## config.mk

```make
export PLATFORM = sky130hd
export DESIGN_NAME = mdsp_device_flat
export DESIGN_NICKNAME = d
export VERILOG_FILES = /design/src/mdsp_pkg.sv /design/src/mdsp_link_if.sv /design/src/mdsp_device.sv /design/src/flat_wrapper.sv
export VERILOG_INCLUDE_DIRS = /design/src
export SDC_FILE = /design/constraint.sdc
export NUM_CORES = 1
export LEC_CHECK = 0
export BUFFER_PORTS_ARGS = -buffer_cell sky130_fd_sc_hd__buf_4
export CAP_MARGIN = 30
export CORE_UTILIZATION = 60
export CTS_CLUSTER_SIZE = 14
export DETAILED_ROUTE_END_ITERATION = 8
export GPL_ROUTABILITY_DRIVEN = 0
export HOLD_SLACK_MARGIN = 0.1
export PLACE_DENSITY = 0.79
export SYNTH_ARGS = -nofsm -noshare
export SYNTH_HDL_FRONTEND = slang
export SYNTH_SLANG_ARGS = --single-unit
export TNS_END_PERCENT = 20
```

## constraint.sdc

```tcl
create_clock -name sys_clk -period 6.02 [get_ports sys_clk]
set_clock_uncertainty 0.15 [all_clocks]
set_input_delay 0.301 -clock sys_clk [delete_from_list [all_inputs] [get_ports sys_clk]]
set_output_delay 0.301 -clock sys_clk [all_outputs]
set_load 0.1 [all_outputs]
```

## src/mdsp_params.svh

```systemverilog
// Constants shared by both ends of the motor driver serial command link.
// Assumes a 40 MHz system clock on both ends.
// Functional notes
// - Sixteen-bit words, bit zero shifted first.
// - Top four bits address, low twelve data.
// - Sample data on shift clock rise, strobe high.
// - Host shifts data only while strobe high.
// - Commit on strobe fall; drop short tails.
// - Many words may share one strobe period.
// - Repeated address: last word wins.
// - Mixed invalid and correct: apply correct only.
// - Empty strobe pulse changes nothing.
// - Unwritten addresses keep their stored value.
// - Commit leaves other addresses' outputs alone.
// - Reset pin low clears settings, bridges off.
// - Words shifted during reset are ignored.
// - Addresses zero to two lock until reset.
// - Host initialises addresses zero to two first.
// - Stepping words during wait are discarded.
// - Addresses three to seven accepted during wait.
// - Stepping starts after wait; others immediately.
// - Start position depends on drive mode.
// - Timing derives from clock, scaled to 5 MHz.
// - Overheat stops all, unless reset or undervoltage.
// - Undervoltage stops the whole device.
// - Address zero: input modes, motor type, wait.
`ifndef MDSP_PARAMS_SVH
`define MDSP_PARAMS_SVH
`define MDSP_WORD_W 16
`define MDSP_ADDR_W 4
`define MDSP_DATA_W 12
`define MDSP_NUM_ADDR 16
`define MDSP_LAST_INIT_ADDR 4'h2
`define MDSP_FIRST_STEP_ADDR 4'h8
`define MDSP_ADDR_STEP_MODE 4'h8
`define MDSP_A0_WAIT_LSB 0
`define MDSP_A0_WAIT_W 6
`define MDSP_A0_MOTOR_BIT 6
`define MDSP_A0_INMODE_LSB 7
`define MDSP_STEP_MODE_LSB 8
`define MDSP_CLK_MHZ 40
`define MDSP_REF_MHZ 5
`define MDSP_TICK_DIV (`MDSP_CLK_MHZ / `MDSP_REF_MHZ)
`define MDSP_WAIT_UNIT_TICKS 50
`define MDSP_SCLK_HALF 4
`define MDSP_REG_DATA 8'h00
`define MDSP_REG_CTRL 8'h04
`define MDSP_REG_STATUS 8'h08
`define MDSP_CTRL_RELEASE 0
`define MDSP_CTRL_KEEP_OPEN 1
`endif

```

## src/mdsp_pkg.sv

```systemverilog
// Types shared by both ends of the serial command link.
// Assumes mdsp_params.svh is compiled alongside.
package mdsp_pkg;
  typedef enum logic [1:0] {
    MDSP_MICRO_STEP,
    MDSP_HALF_STEP,
    MDSP_TWO_PHASE,
    MDSP_MODE_SPARE
  } mdsp_step_mode_t;
  typedef enum {
    MDSP_H_IDLE,
    MDSP_H_OPEN,
    MDSP_H_LOW,
    MDSP_H_HIGH,
    MDSP_H_CLOSE
  } mdsp_host_state_t;
endpackage

```

## src/mdsp_link_if.sv

```systemverilog
// Four-wire command link between the host controller and the driver.
// All wires are driven by the host; the device only listens.
interface mdsp_link_if;
  logic shift_clk;
  logic serial_in_line;
  logic word_strobe;
  logic active_low_reset_pin;
  modport device (
    input shift_clk,
    input serial_in_line,
    input word_strobe,
    input active_low_reset_pin
  );
  modport host (
    output shift_clk,
    output serial_in_line,
    output word_strobe,
    output active_low_reset_pin
  );
endinterface

```

## src/mdsp_device.sv

```systemverilog
// Command receiver of the motor driver: shifts words in, commits them
// on strobe fall, locks initialisation addresses and runs the wait period.
// Assumes all link wires and protection pins are asynchronous to sys_clk.
//
// The placing of the registers and register access over Wishbone are this design's own decisions.
`include "mdsp_params.svh"
module mdsp_device #(
  parameter int WAIT_UNIT_TICKS = `MDSP_WAIT_UNIT_TICKS
) (
  input wire logic sys_clk,
  input wire logic rst,
  mdsp_link_if.device link,
  input wire logic overheat_shutdown,
  input wire logic supply_undervoltage_lock,
  output logic [`MDSP_NUM_ADDR*`MDSP_DATA_W-1:0] setting_flat,
  output logic [`MDSP_NUM_ADDR-1:0] commit_mask,
  output logic bridge_enable,
  output logic wait_busy,
  output logic step_start,
  output logic [2:0] input_mode_serial,
  output logic motor_type_sel,
  output logic pos_ch1_full,
  output logic pos_ch2_full
);
  localparam int IN_SCLK = 0;
  localparam int IN_DATA = 1;
  localparam int IN_STROBE = 2;
  localparam int IN_RSTN = 3;
  localparam int IN_OT = 4;
  localparam int IN_UV = 5;
  localparam int TICK_W = $clog2(`MDSP_TICK_DIV);
  localparam int WAIT_CNT_W = 16;
  localparam int NA = `MDSP_NUM_ADDR;

  logic [5:0] pin_raw;
  logic [5:0] pin_meta;
  logic [5:0] pin_sync;
  logic [5:0] pin_prev;
  logic [`MDSP_WORD_W-2:0] shreg;
  logic [3:0] bit_cnt;
  logic [`MDSP_DATA_W-1:0] settings [NA];
  logic [`MDSP_DATA_W-1:0] pend_data [NA];
  logic [NA-1:0] pend_valid;
  logic [2:0] locked;
  logic [TICK_W-1:0] tick_cnt;
  logic tick;
  logic [WAIT_CNT_W-1:0] wait_cnt;
  logic stepped;

  assign pin_raw = {supply_undervoltage_lock, overheat_shutdown,
                    link.active_low_reset_pin, link.word_strobe,
                    link.serial_in_line, link.shift_clk};

  // Two flops on every pin; the second stage and a third, edge-detect stage feed the logic.
  always_ff @(posedge sys_clk) begin
    if (rst) begin
      pin_meta <= 6'h00;
      pin_sync <= 6'h00;
      pin_prev <= 6'h00;
    end else begin
      pin_meta <= pin_raw;
      pin_sync <= pin_meta;
      pin_prev <= pin_sync;
    end
  end

  logic pin_reset;
  logic undervolt;
  logic overheat_act;
  logic halt;
  logic kill;
  logic strobe;
  logic sclk_rise;
  logic strobe_fall;
  logic word_done;
  logic [`MDSP_WORD_W-1:0] word_in;
  logic [`MDSP_ADDR_W-1:0] word_addr;
  logic word_accept;
  logic commit;
  logic [`MDSP_DATA_W-1:0] next_a0;
  logic [WAIT_CNT_W-1:0] next_wait;

  assign pin_reset = ~pin_sync[IN_RSTN];
  assign undervolt = pin_sync[IN_UV];
  // Overheat is disregarded under reset or undervoltage.
  assign overheat_act = pin_sync[IN_OT] & ~pin_reset & ~undervolt;
  assign halt = undervolt | overheat_act;
  // Undervoltage behaves as a full reset so nothing half-stored survives.
  assign kill = rst | pin_reset | undervolt;
  assign strobe = pin_sync[IN_STROBE];
  assign sclk_rise = pin_sync[IN_SCLK] & ~pin_prev[IN_SCLK];
  assign strobe_fall = ~pin_sync[IN_STROBE] & pin_prev[IN_STROBE];
  assign word_done = sclk_rise & strobe & (bit_cnt == 4'hF);
  assign word_in = {pin_sync[IN_DATA], shreg};
  assign word_addr = word_in[`MDSP_WORD_W-1 -: `MDSP_ADDR_W];
  assign word_accept = !(word_addr <= `MDSP_LAST_INIT_ADDR
                         && locked[word_addr[1:0]])
                       && !(wait_busy
                            && word_addr >= `MDSP_FIRST_STEP_ADDR);
  assign commit = strobe_fall & ~halt;
  assign next_a0 = pend_valid[0] ? pend_data[0] : settings[0];
  assign next_wait = WAIT_CNT_W'(next_a0[`MDSP_A0_WAIT_LSB +: `MDSP_A0_WAIT_W]
                     * WAIT_UNIT_TICKS);

  // Shifter samples only on shift clock rise while the strobe is high.
  always_ff @(posedge sys_clk) begin
    if (kill || !strobe) begin
      shreg <= '0;
      bit_cnt <= 4'h0;
    end else if (sclk_rise) begin
      shreg <= word_in[`MDSP_WORD_W-1:1];
      bit_cnt <= bit_cnt + 4'h1;
    end
  end

  // Words are staged per address; a later word overwrites an earlier one
  // and only whole, accepted words ever reach the stage.
  always_ff @(posedge sys_clk) begin
    if (kill || strobe_fall) begin
      pend_valid <= '0;
    end else if (word_done && word_accept) begin
      pend_valid[word_addr] <= 1'b1;
      pend_data[word_addr] <= word_in[`MDSP_DATA_W-1:0];
    end
  end

  // Only staged addresses are written; an empty stage writes nothing.
  always_ff @(posedge sys_clk) begin
    for (int a = 0; a < NA; a++) begin
      if (kill) begin
        settings[a] <= 12'h000;
      end else if (commit && pend_valid[a]) begin
        settings[a] <= pend_data[a];
      end
    end
  end

  always_ff @(posedge sys_clk) begin
    if (kill) begin
      locked <= 3'h0;
    end else if (commit) begin
      locked <= locked | pend_valid[2:0];
    end
  end

  always_ff @(posedge sys_clk) begin
    if (kill) begin
      commit_mask <= '0;
    end else begin
      commit_mask <= commit ? pend_valid : '0;
    end
  end

  // Reference tick at 5 MHz scales every programmed wait to the clock.
  always_ff @(posedge sys_clk) begin
    if (rst || tick_cnt == TICK_W'(`MDSP_TICK_DIV - 1)) begin
      tick_cnt <= '0;
    end else begin
      tick_cnt <= tick_cnt + 1'b1;
    end
  end
  assign tick = (tick_cnt == TICK_W'(`MDSP_TICK_DIV - 1));

  always_ff @(posedge sys_clk) begin
    if (kill) begin
      wait_busy <= 1'b0;
      wait_cnt <= '0;
      step_start <= 1'b0;
    end else begin
      step_start <= 1'b0;
      if (commit && pend_valid[NA-1:8] != '0) begin
        wait_busy <= 1'b1;
        wait_cnt <= next_wait;
      end else if (wait_busy && tick && !halt) begin
        if (wait_cnt == '0) begin
          wait_busy <= 1'b0;
          step_start <= 1'b1;
        end else begin
          wait_cnt <= wait_cnt - 1'b1;
        end
      end
    end
  end

  always_ff @(posedge sys_clk) begin
    if (kill) begin
      stepped <= 1'b0;
      pos_ch1_full <= 1'b0;
      pos_ch2_full <= 1'b0;
    end else begin
      if (step_start) begin
        stepped <= 1'b1;
      end
      if (!stepped) begin
        pos_ch1_full <= 1'b1;
        pos_ch2_full <= settings[`MDSP_ADDR_STEP_MODE]
                        [`MDSP_STEP_MODE_LSB +: 2]
                        == mdsp_pkg::MDSP_TWO_PHASE;
      end
    end
  end

  always_ff @(posedge sys_clk) begin
    if (kill) begin
      bridge_enable <= 1'b0;
    end else begin
      bridge_enable <= ~halt;
    end
  end

  always_ff @(posedge sys_clk) begin
    if (kill) begin
      input_mode_serial <= 3'h0;
      motor_type_sel <= 1'b0;
    end else begin
      input_mode_serial <= settings[0][`MDSP_A0_INMODE_LSB +: 3];
      motor_type_sel <= settings[0][`MDSP_A0_MOTOR_BIT];
    end
  end

  genvar g;
  generate
    for (g = 0; g < NA; g++) begin : g_flat
      assign setting_flat[g*`MDSP_DATA_W +: `MDSP_DATA_W] = settings[g];
    end
  endgenerate
endmodule

```

## src/flat_wrapper.sv

```systemverilog
// flat-port wrapper written by rule: the top's interface ports become plain ports
module mdsp_device_flat 
#(
  parameter int WAIT_UNIT_TICKS = `MDSP_WAIT_UNIT_TICKS
)
  (sys_clk, rst, overheat_shutdown, supply_undervoltage_lock, setting_flat, commit_mask, bridge_enable, wait_busy, step_start, input_mode_serial, motor_type_sel, pos_ch1_full, pos_ch2_full, link_shift_clk, link_serial_in_line, link_word_strobe, link_active_low_reset_pin);
  mdsp_link_if link_i ();
  input wire logic sys_clk;
  input wire logic rst;
  input wire logic overheat_shutdown;
  input wire logic supply_undervoltage_lock;
  output logic [`MDSP_NUM_ADDR*`MDSP_DATA_W-1:0] setting_flat;
  output logic [`MDSP_NUM_ADDR-1:0] commit_mask;
  output logic bridge_enable;
  output logic wait_busy;
  output logic step_start;
  output logic [2:0] input_mode_serial;
  output logic motor_type_sel;
  output logic pos_ch1_full;
  output logic pos_ch2_full;
  input wire logic [$bits(link_i.shift_clk)-1:0] link_shift_clk;
  input wire logic [$bits(link_i.serial_in_line)-1:0] link_serial_in_line;
  input wire logic [$bits(link_i.word_strobe)-1:0] link_word_strobe;
  input wire logic [$bits(link_i.active_low_reset_pin)-1:0] link_active_low_reset_pin;
  assign link_i.shift_clk = link_shift_clk;
  assign link_i.serial_in_line = link_serial_in_line;
  assign link_i.word_strobe = link_word_strobe;
  assign link_i.active_low_reset_pin = link_active_low_reset_pin;
  mdsp_device #(.WAIT_UNIT_TICKS(WAIT_UNIT_TICKS)) u_core (.sys_clk(sys_clk), .rst(rst), .link(link_i), .overheat_shutdown(overheat_shutdown), .supply_undervoltage_lock(supply_undervoltage_lock), .setting_flat(setting_flat), .commit_mask(commit_mask), .bridge_enable(bridge_enable), .wait_busy(wait_busy), .step_start(step_start), .input_mode_serial(input_mode_serial), .motor_type_sel(motor_type_sel), .pos_ch1_full(pos_ch1_full), .pos_ch2_full(pos_ch2_full));
endmodule
```

; ---- Yosys cells after proc, flatten, opt, wreduce, memory -nomap -nowiden
; Memories as Yosys holds them, arrays and structs flattened.
; Index checks and enable logic that the tools add are counted.
[op_classes]
n_reduce_logical = 41
eq_ne = 4
n_mul = 1
order_cmp = 5
add_sub_neg = 3
muxes = 81
bitwise_logic = 36
[ops]
columns = operator, count
row1 = 12-bit two-way mux, 19
row2 = 1-bit two-way mux, 59
row3 = 1-bit logical AND, 24
row4 = 1-bit bitwise OR, 19
row5 = 16-bit logical NOT, 1
row6 = 16-bit bitwise OR, 1
row7 = "16-bit by 1-bit subtractor with 16-bit output, second input constant", 1
row8 = "6-bit by 5-bit multiplier with 11-bit output, second input constant", 1
row9 = 1-bit NOT, 8
row10 = 8-bit nonzero test, 1
row11 = 1-bit bitwise AND, 7
row12 = 6-bit two-way mux, 1
row13 = 2-bit AND reduction, 3
row14 = "4-bit by 5-bit < comparator with 1-bit output, second input constant", 1
row15 = "4-bit by 1-bit adder with 4-bit output, second input constant", 1
row16 = 1-bit demux with 4-bit select, 1
row17 = "4-bit == test, second input constant", 1
row18 = "4-bit by 1-bit greater-or-equal comparator with 1-bit output, second input constant", 1
row19 = "4-bit greater-or-equal comparator, second input constant", 1
row20 = "4-bit by 2-bit <= comparator with 1-bit output, second input constant", 1
row21 = 1-bit logical NOT, 4
row22 = 2-bit nonzero test, 2
row23 = 2-bit OR reduction, 2
row24 = "3-bit by 1-bit adder with 3-bit output, second input constant", 1
row25 = 8 further kinds, 10
[word_totals]
out_inout_bits = 217
input_bits = 8
memories = 2
ramBits = 384
word_cells = 192
ff_bits = 98
[memory_table]
columns = memory, depth, width, rd, rd_ports_with_merged_regs, wr, line_no
row1 = u_core.pend_data, 16, 12, 16, 0, 1, mdsp_device.sv:42  ; logic [`MDSP_DATA_W-1:0] pend_data [NA];
row2 = u_core.settings, 16, 12, 16, 0, 16, mdsp_device.sv:41  ; logic [`MDSP_DATA_W-1:0] settings [NA];

; ---- Depth between registers and ports, before layout
[depth]
depth_word = 10
depth_mapped = 12
ltp_nobuf = 11

; ---- Worst setup path before layout
; No wires, ideal clock.
[synth_path]
kind = register to register
startpoint = memory u_core.settings[0][2] (netlist bit)
endpoint = register u_core.wait_cnt[11]
synth_period_minus_slack_ns = 3.593
stages_incl_launch_ff = 11
path_slack_ns = 2.427
t_required_ns = 5.746
arrival_time_ns = 3.319
setup_time_ns = 0.124
path_buffers = 0
cell_sequence = edfxtp_1 -> mux2_2 -> ha_1 -> ha_1 -> ha_1 -> fa_1 -> a211oi_1 -> o21bai_1 -> a21oi_1 -> xor2_1 -> a21oi_1
[synth_lines]
columns = element, line_no
row1 = from (decl), mdsp_device.sv:41
row2 = to (signal assigned), mdsp_device.sv:173  ; wait_cnt <= next_wait;
row3 = to (signal assigned), mdsp_device.sv:179  ; wait_cnt <= wait_cnt - 1'b1;
row4 = to (decl), mdsp_device.sv:47  ; logic [WAIT_CNT_W-1:0] wait_cnt;

; ---- Final worst setup path
[layout_path]
startpoint = input port rst
endpoint = memory u_core.pend_data[1][5] (netlist bit), enable pin
[layout_via]
elab_chain_len = 5
[layout_rtl]
columns = element, line_no
row1 = from (decl), flat_wrapper.sv:9  ; input wire logic rst;
row2 = 1-bit bitwise OR (2 in series), mdsp_device.sv:89  ; assign kill = rst | pin_reset | undervolt;
row3 = 1-bit logical OR, mdsp_device.sv:119  ; if (kill || strobe_fall) begin
row4 = 1-bit two-way mux, mdsp_device.sv:119
row5 = 1-bit two-way mux, mdsp_device.sv:123  ; pend_data[word_addr] <= word_in[`MDSP_DATA_W-1:0];
row6 = to (decl), mdsp_device.sv:42
; No other way between the ends.

==> flow_summary.toml <==
[timing]
fin_setup_tns_ns = 0
holdWs_ns = 0.286
final-max-slew-violation-count = 0
worstMarginPinSlew_ns = 1.02
hold_viol = 0
setup_viol = 0
max_freq_ghz = 0.235
finalCritPeriodShare_pct = 70.7
worst_slew_margin_rel_pct = 32.2
period_needed_ns = 4.26
rsz0062_at_grt = "false"

[critical_path]
worstPathRequired_ns = 6.04
worst_ep_arrival_time_ns = 4.27
critPathMaxFanout = 37
cp-start-kind = "primary input"
setup.worst_path.class = "primary input to register"
cp-end-kind = "register"

[clocking]
root_buffer = "clkbuf_16"
htreeDepth = 2
clk_pin_slew_ns = 0.06
post_cts_buffers = 0
cts.repair.resized = 0
clock_latency_ns = 0.55
clock_path_buffers = 3
postCtsHoldBufs = 13
cts_tree = "yes"
cts.sinks = 481
cts_made_buffers = 45

[layout]
area_delta_synth_final_pct = 22.3
seqCellArea_mm2 = 0.0135
fin_util_pct = 74.9
n_antenna_cell = 0
multi_input_area_mm2 = 0.00337
fin_cells = 1754
drive_above_1_share_pct = 23.0
final_common_cell = "edfxtp_1"
layout_common_cells = "edfxtp_1 (384), buf_4 (234), and3_1 (192)"
nNetsFinal = 1376
fillCellCount = 1649

[global_routing]
grt_usage_pct = 25.8
grt_pass1_wl_mm = 55.1
first_global_vias = 9516
grt_max_degree = 145
antenna_found_initial = 0
grt-ovfl-total = 0

[logic_synthesis]
syn_inst = 1093
synth_edf_count = 384
syn_avg_cell_area_um2 = 15.6
yosysWarnings = 0
synth_area_mm2 = 0.0171
ys_types = 46
ys_seq_area_share_pct = 78.9
async_flop_share_pct = 0
yosys_register_bits = 481
synthFlopType = "edfxtp_1"
syn-num-nets = 1129

[detailed_routing]
drt_iter0_drc = 1132
dr_total_vias = 9997
via_per_inst = 5.70
drt_wl_total_mm = 37.6
first_pass_iters = 5
drc = 0
drt-wirelength-per-cell_um = 21.4
ant_nets = 0

[floorplan]
num_io_pins = 225
start_util_pct = 61.3
die_h_um = 171
core-area_mm2 = 0.0279
rows = 61
die_w_um = 171
fp.dieArea_mm2 = 0.0291

[pwr]
leakage_nw = 9.42
peakVddDrop_v = 0.000240
pwr_density_cell_mw_per_mm2 = 322

[outcome]
status = "finished, final reports clean"

[placement]
dp_cells = 1652
port_buffers = 224
dp_hpwl_mm = 23.4

[hold_path]
hold_path.class = "register to register"

[job]
maxCapViolations = 0
area by class of cell:
class | instances | area share, %
inverters | 6 | 0.108
clock buffers | 64 | 5.89
clock inverters | 19 | 0.971
repair buffers | 257 | 10.1
well taps | 378 | 2.27
flip-flops and latches | 481 | 64.6
multi-input cells | 549 | 16.1
where the power goes:
group	internal, W	switching, W
clock network	0.00160	0.00116
logic	0.0000608	0.000294
registers	0.00359	0.0000193
metal layers:
metal / up-vias / part of all wire (%) / GRT usage (%)
li1: 4553 / - / -
met1: 4845 / 38 / 34.5
met2: 505 / 49 / 43.1
met3: 94 / 8.9 / 3.86
met4: 0 / 3.6 / 10.1
met5: - / 0 / 0
through the flow:
step | area, um2 | setup slack, ns | power (W)
6_report | 20900 | 1.76 | 0.00671
5_1_grt | 20900 | 1.53 | 0.00688
4_1_cts | 20800 | 1.70 | 0.00674
3_5_place_dp | 19200 | 1.70 | 0.00402
3_3_place_gp | 19100 | 1.88 | 0.00402
2_1_floorplan | 17100 | 2.43 | 0.00395
logic make-up after synthesis:
family,share of synthesized area [%]
adder cells (fa/ha/maj),2.10
XOR/XNOR,0.975
multiplexers,0.447
AND/OR/NAND/NOR,13.5
AO/OA/AOI/OAI,2.65
flip-flops,78.9
buffers and inverters,1.40
synth_stat cells (4+ instances only):
library cell  instances  area [um2]
o21ai_0              27         135
nand2b_1              4        25.0
clkbuf_1             55         206
nand3_1               9        45.0
nand2_1              92         345
mux2_2                5        56.3
edfxtp_1            384       11500
xor2_1               16         140
nor2_1               42         158
ha_1                 27         338
nand4_1              11        68.8
nor3b_1               4        30.0
and2_1               24         150
nor3_1                6        30.0
dfxtp_1              97        1940
a21oi_1              32         160
and3_1              192        1200
nor2b_1              17         106
inv_1                 6        22.5
sequential cells by signal, indices dropped and copies added, names as in the netlist:
register / flops
u_core.pin_meta: 6
u_core.pos_ch2_full: 1
u_core.step_start: 1
u_core.pin_prev: 2
u_core.shreg: 15
u_core.input_mode_serial: 3
u_core.bridge_enable: 1
u_core.locked: 3
u_core.bit_cnt: 4
u_core.pend_data: 192
u_core.settings: 192
u_core.wait_cnt: 16
u_core.pos_ch1_full: 1
u_core.pin_sync: 6
u_core.pend_valid: 16
u_core.motor_type_sel: 1
u_core.commit_mask: 16
u_core.wait_busy: 1
u_core.stepped: 1
u_core.tick_cnt: 3
worst max-delay path, cell delays in order:
cell and delay (ns):
dlygate4sd3_1 0.54, buf_4 0.20, nor3b_4 0.17, buf_4 0.42
nand2_1 0.55, a2111oi_4 0.55, nand4b_1 0.60, nor2_1 0.92
final timing paths:
path | startpoint | to | slack (ns) | cells after the start
worst max-delay path | rst | u_core.pend_data[1][5] | 1.76 | 8
worst min-delay path | u_core.tick_cnt[0] | u_core.tick_cnt[0] | 0.29 | 1
worst max register to register | u_core.pin_sync[3] | u_core.pend_data[1][5] | 1.90 | 6
worst min register to register | u_core.tick_cnt[0] | u_core.tick_cnt[0] | 0.29 | 1
(Power assumes the default switching activity.)
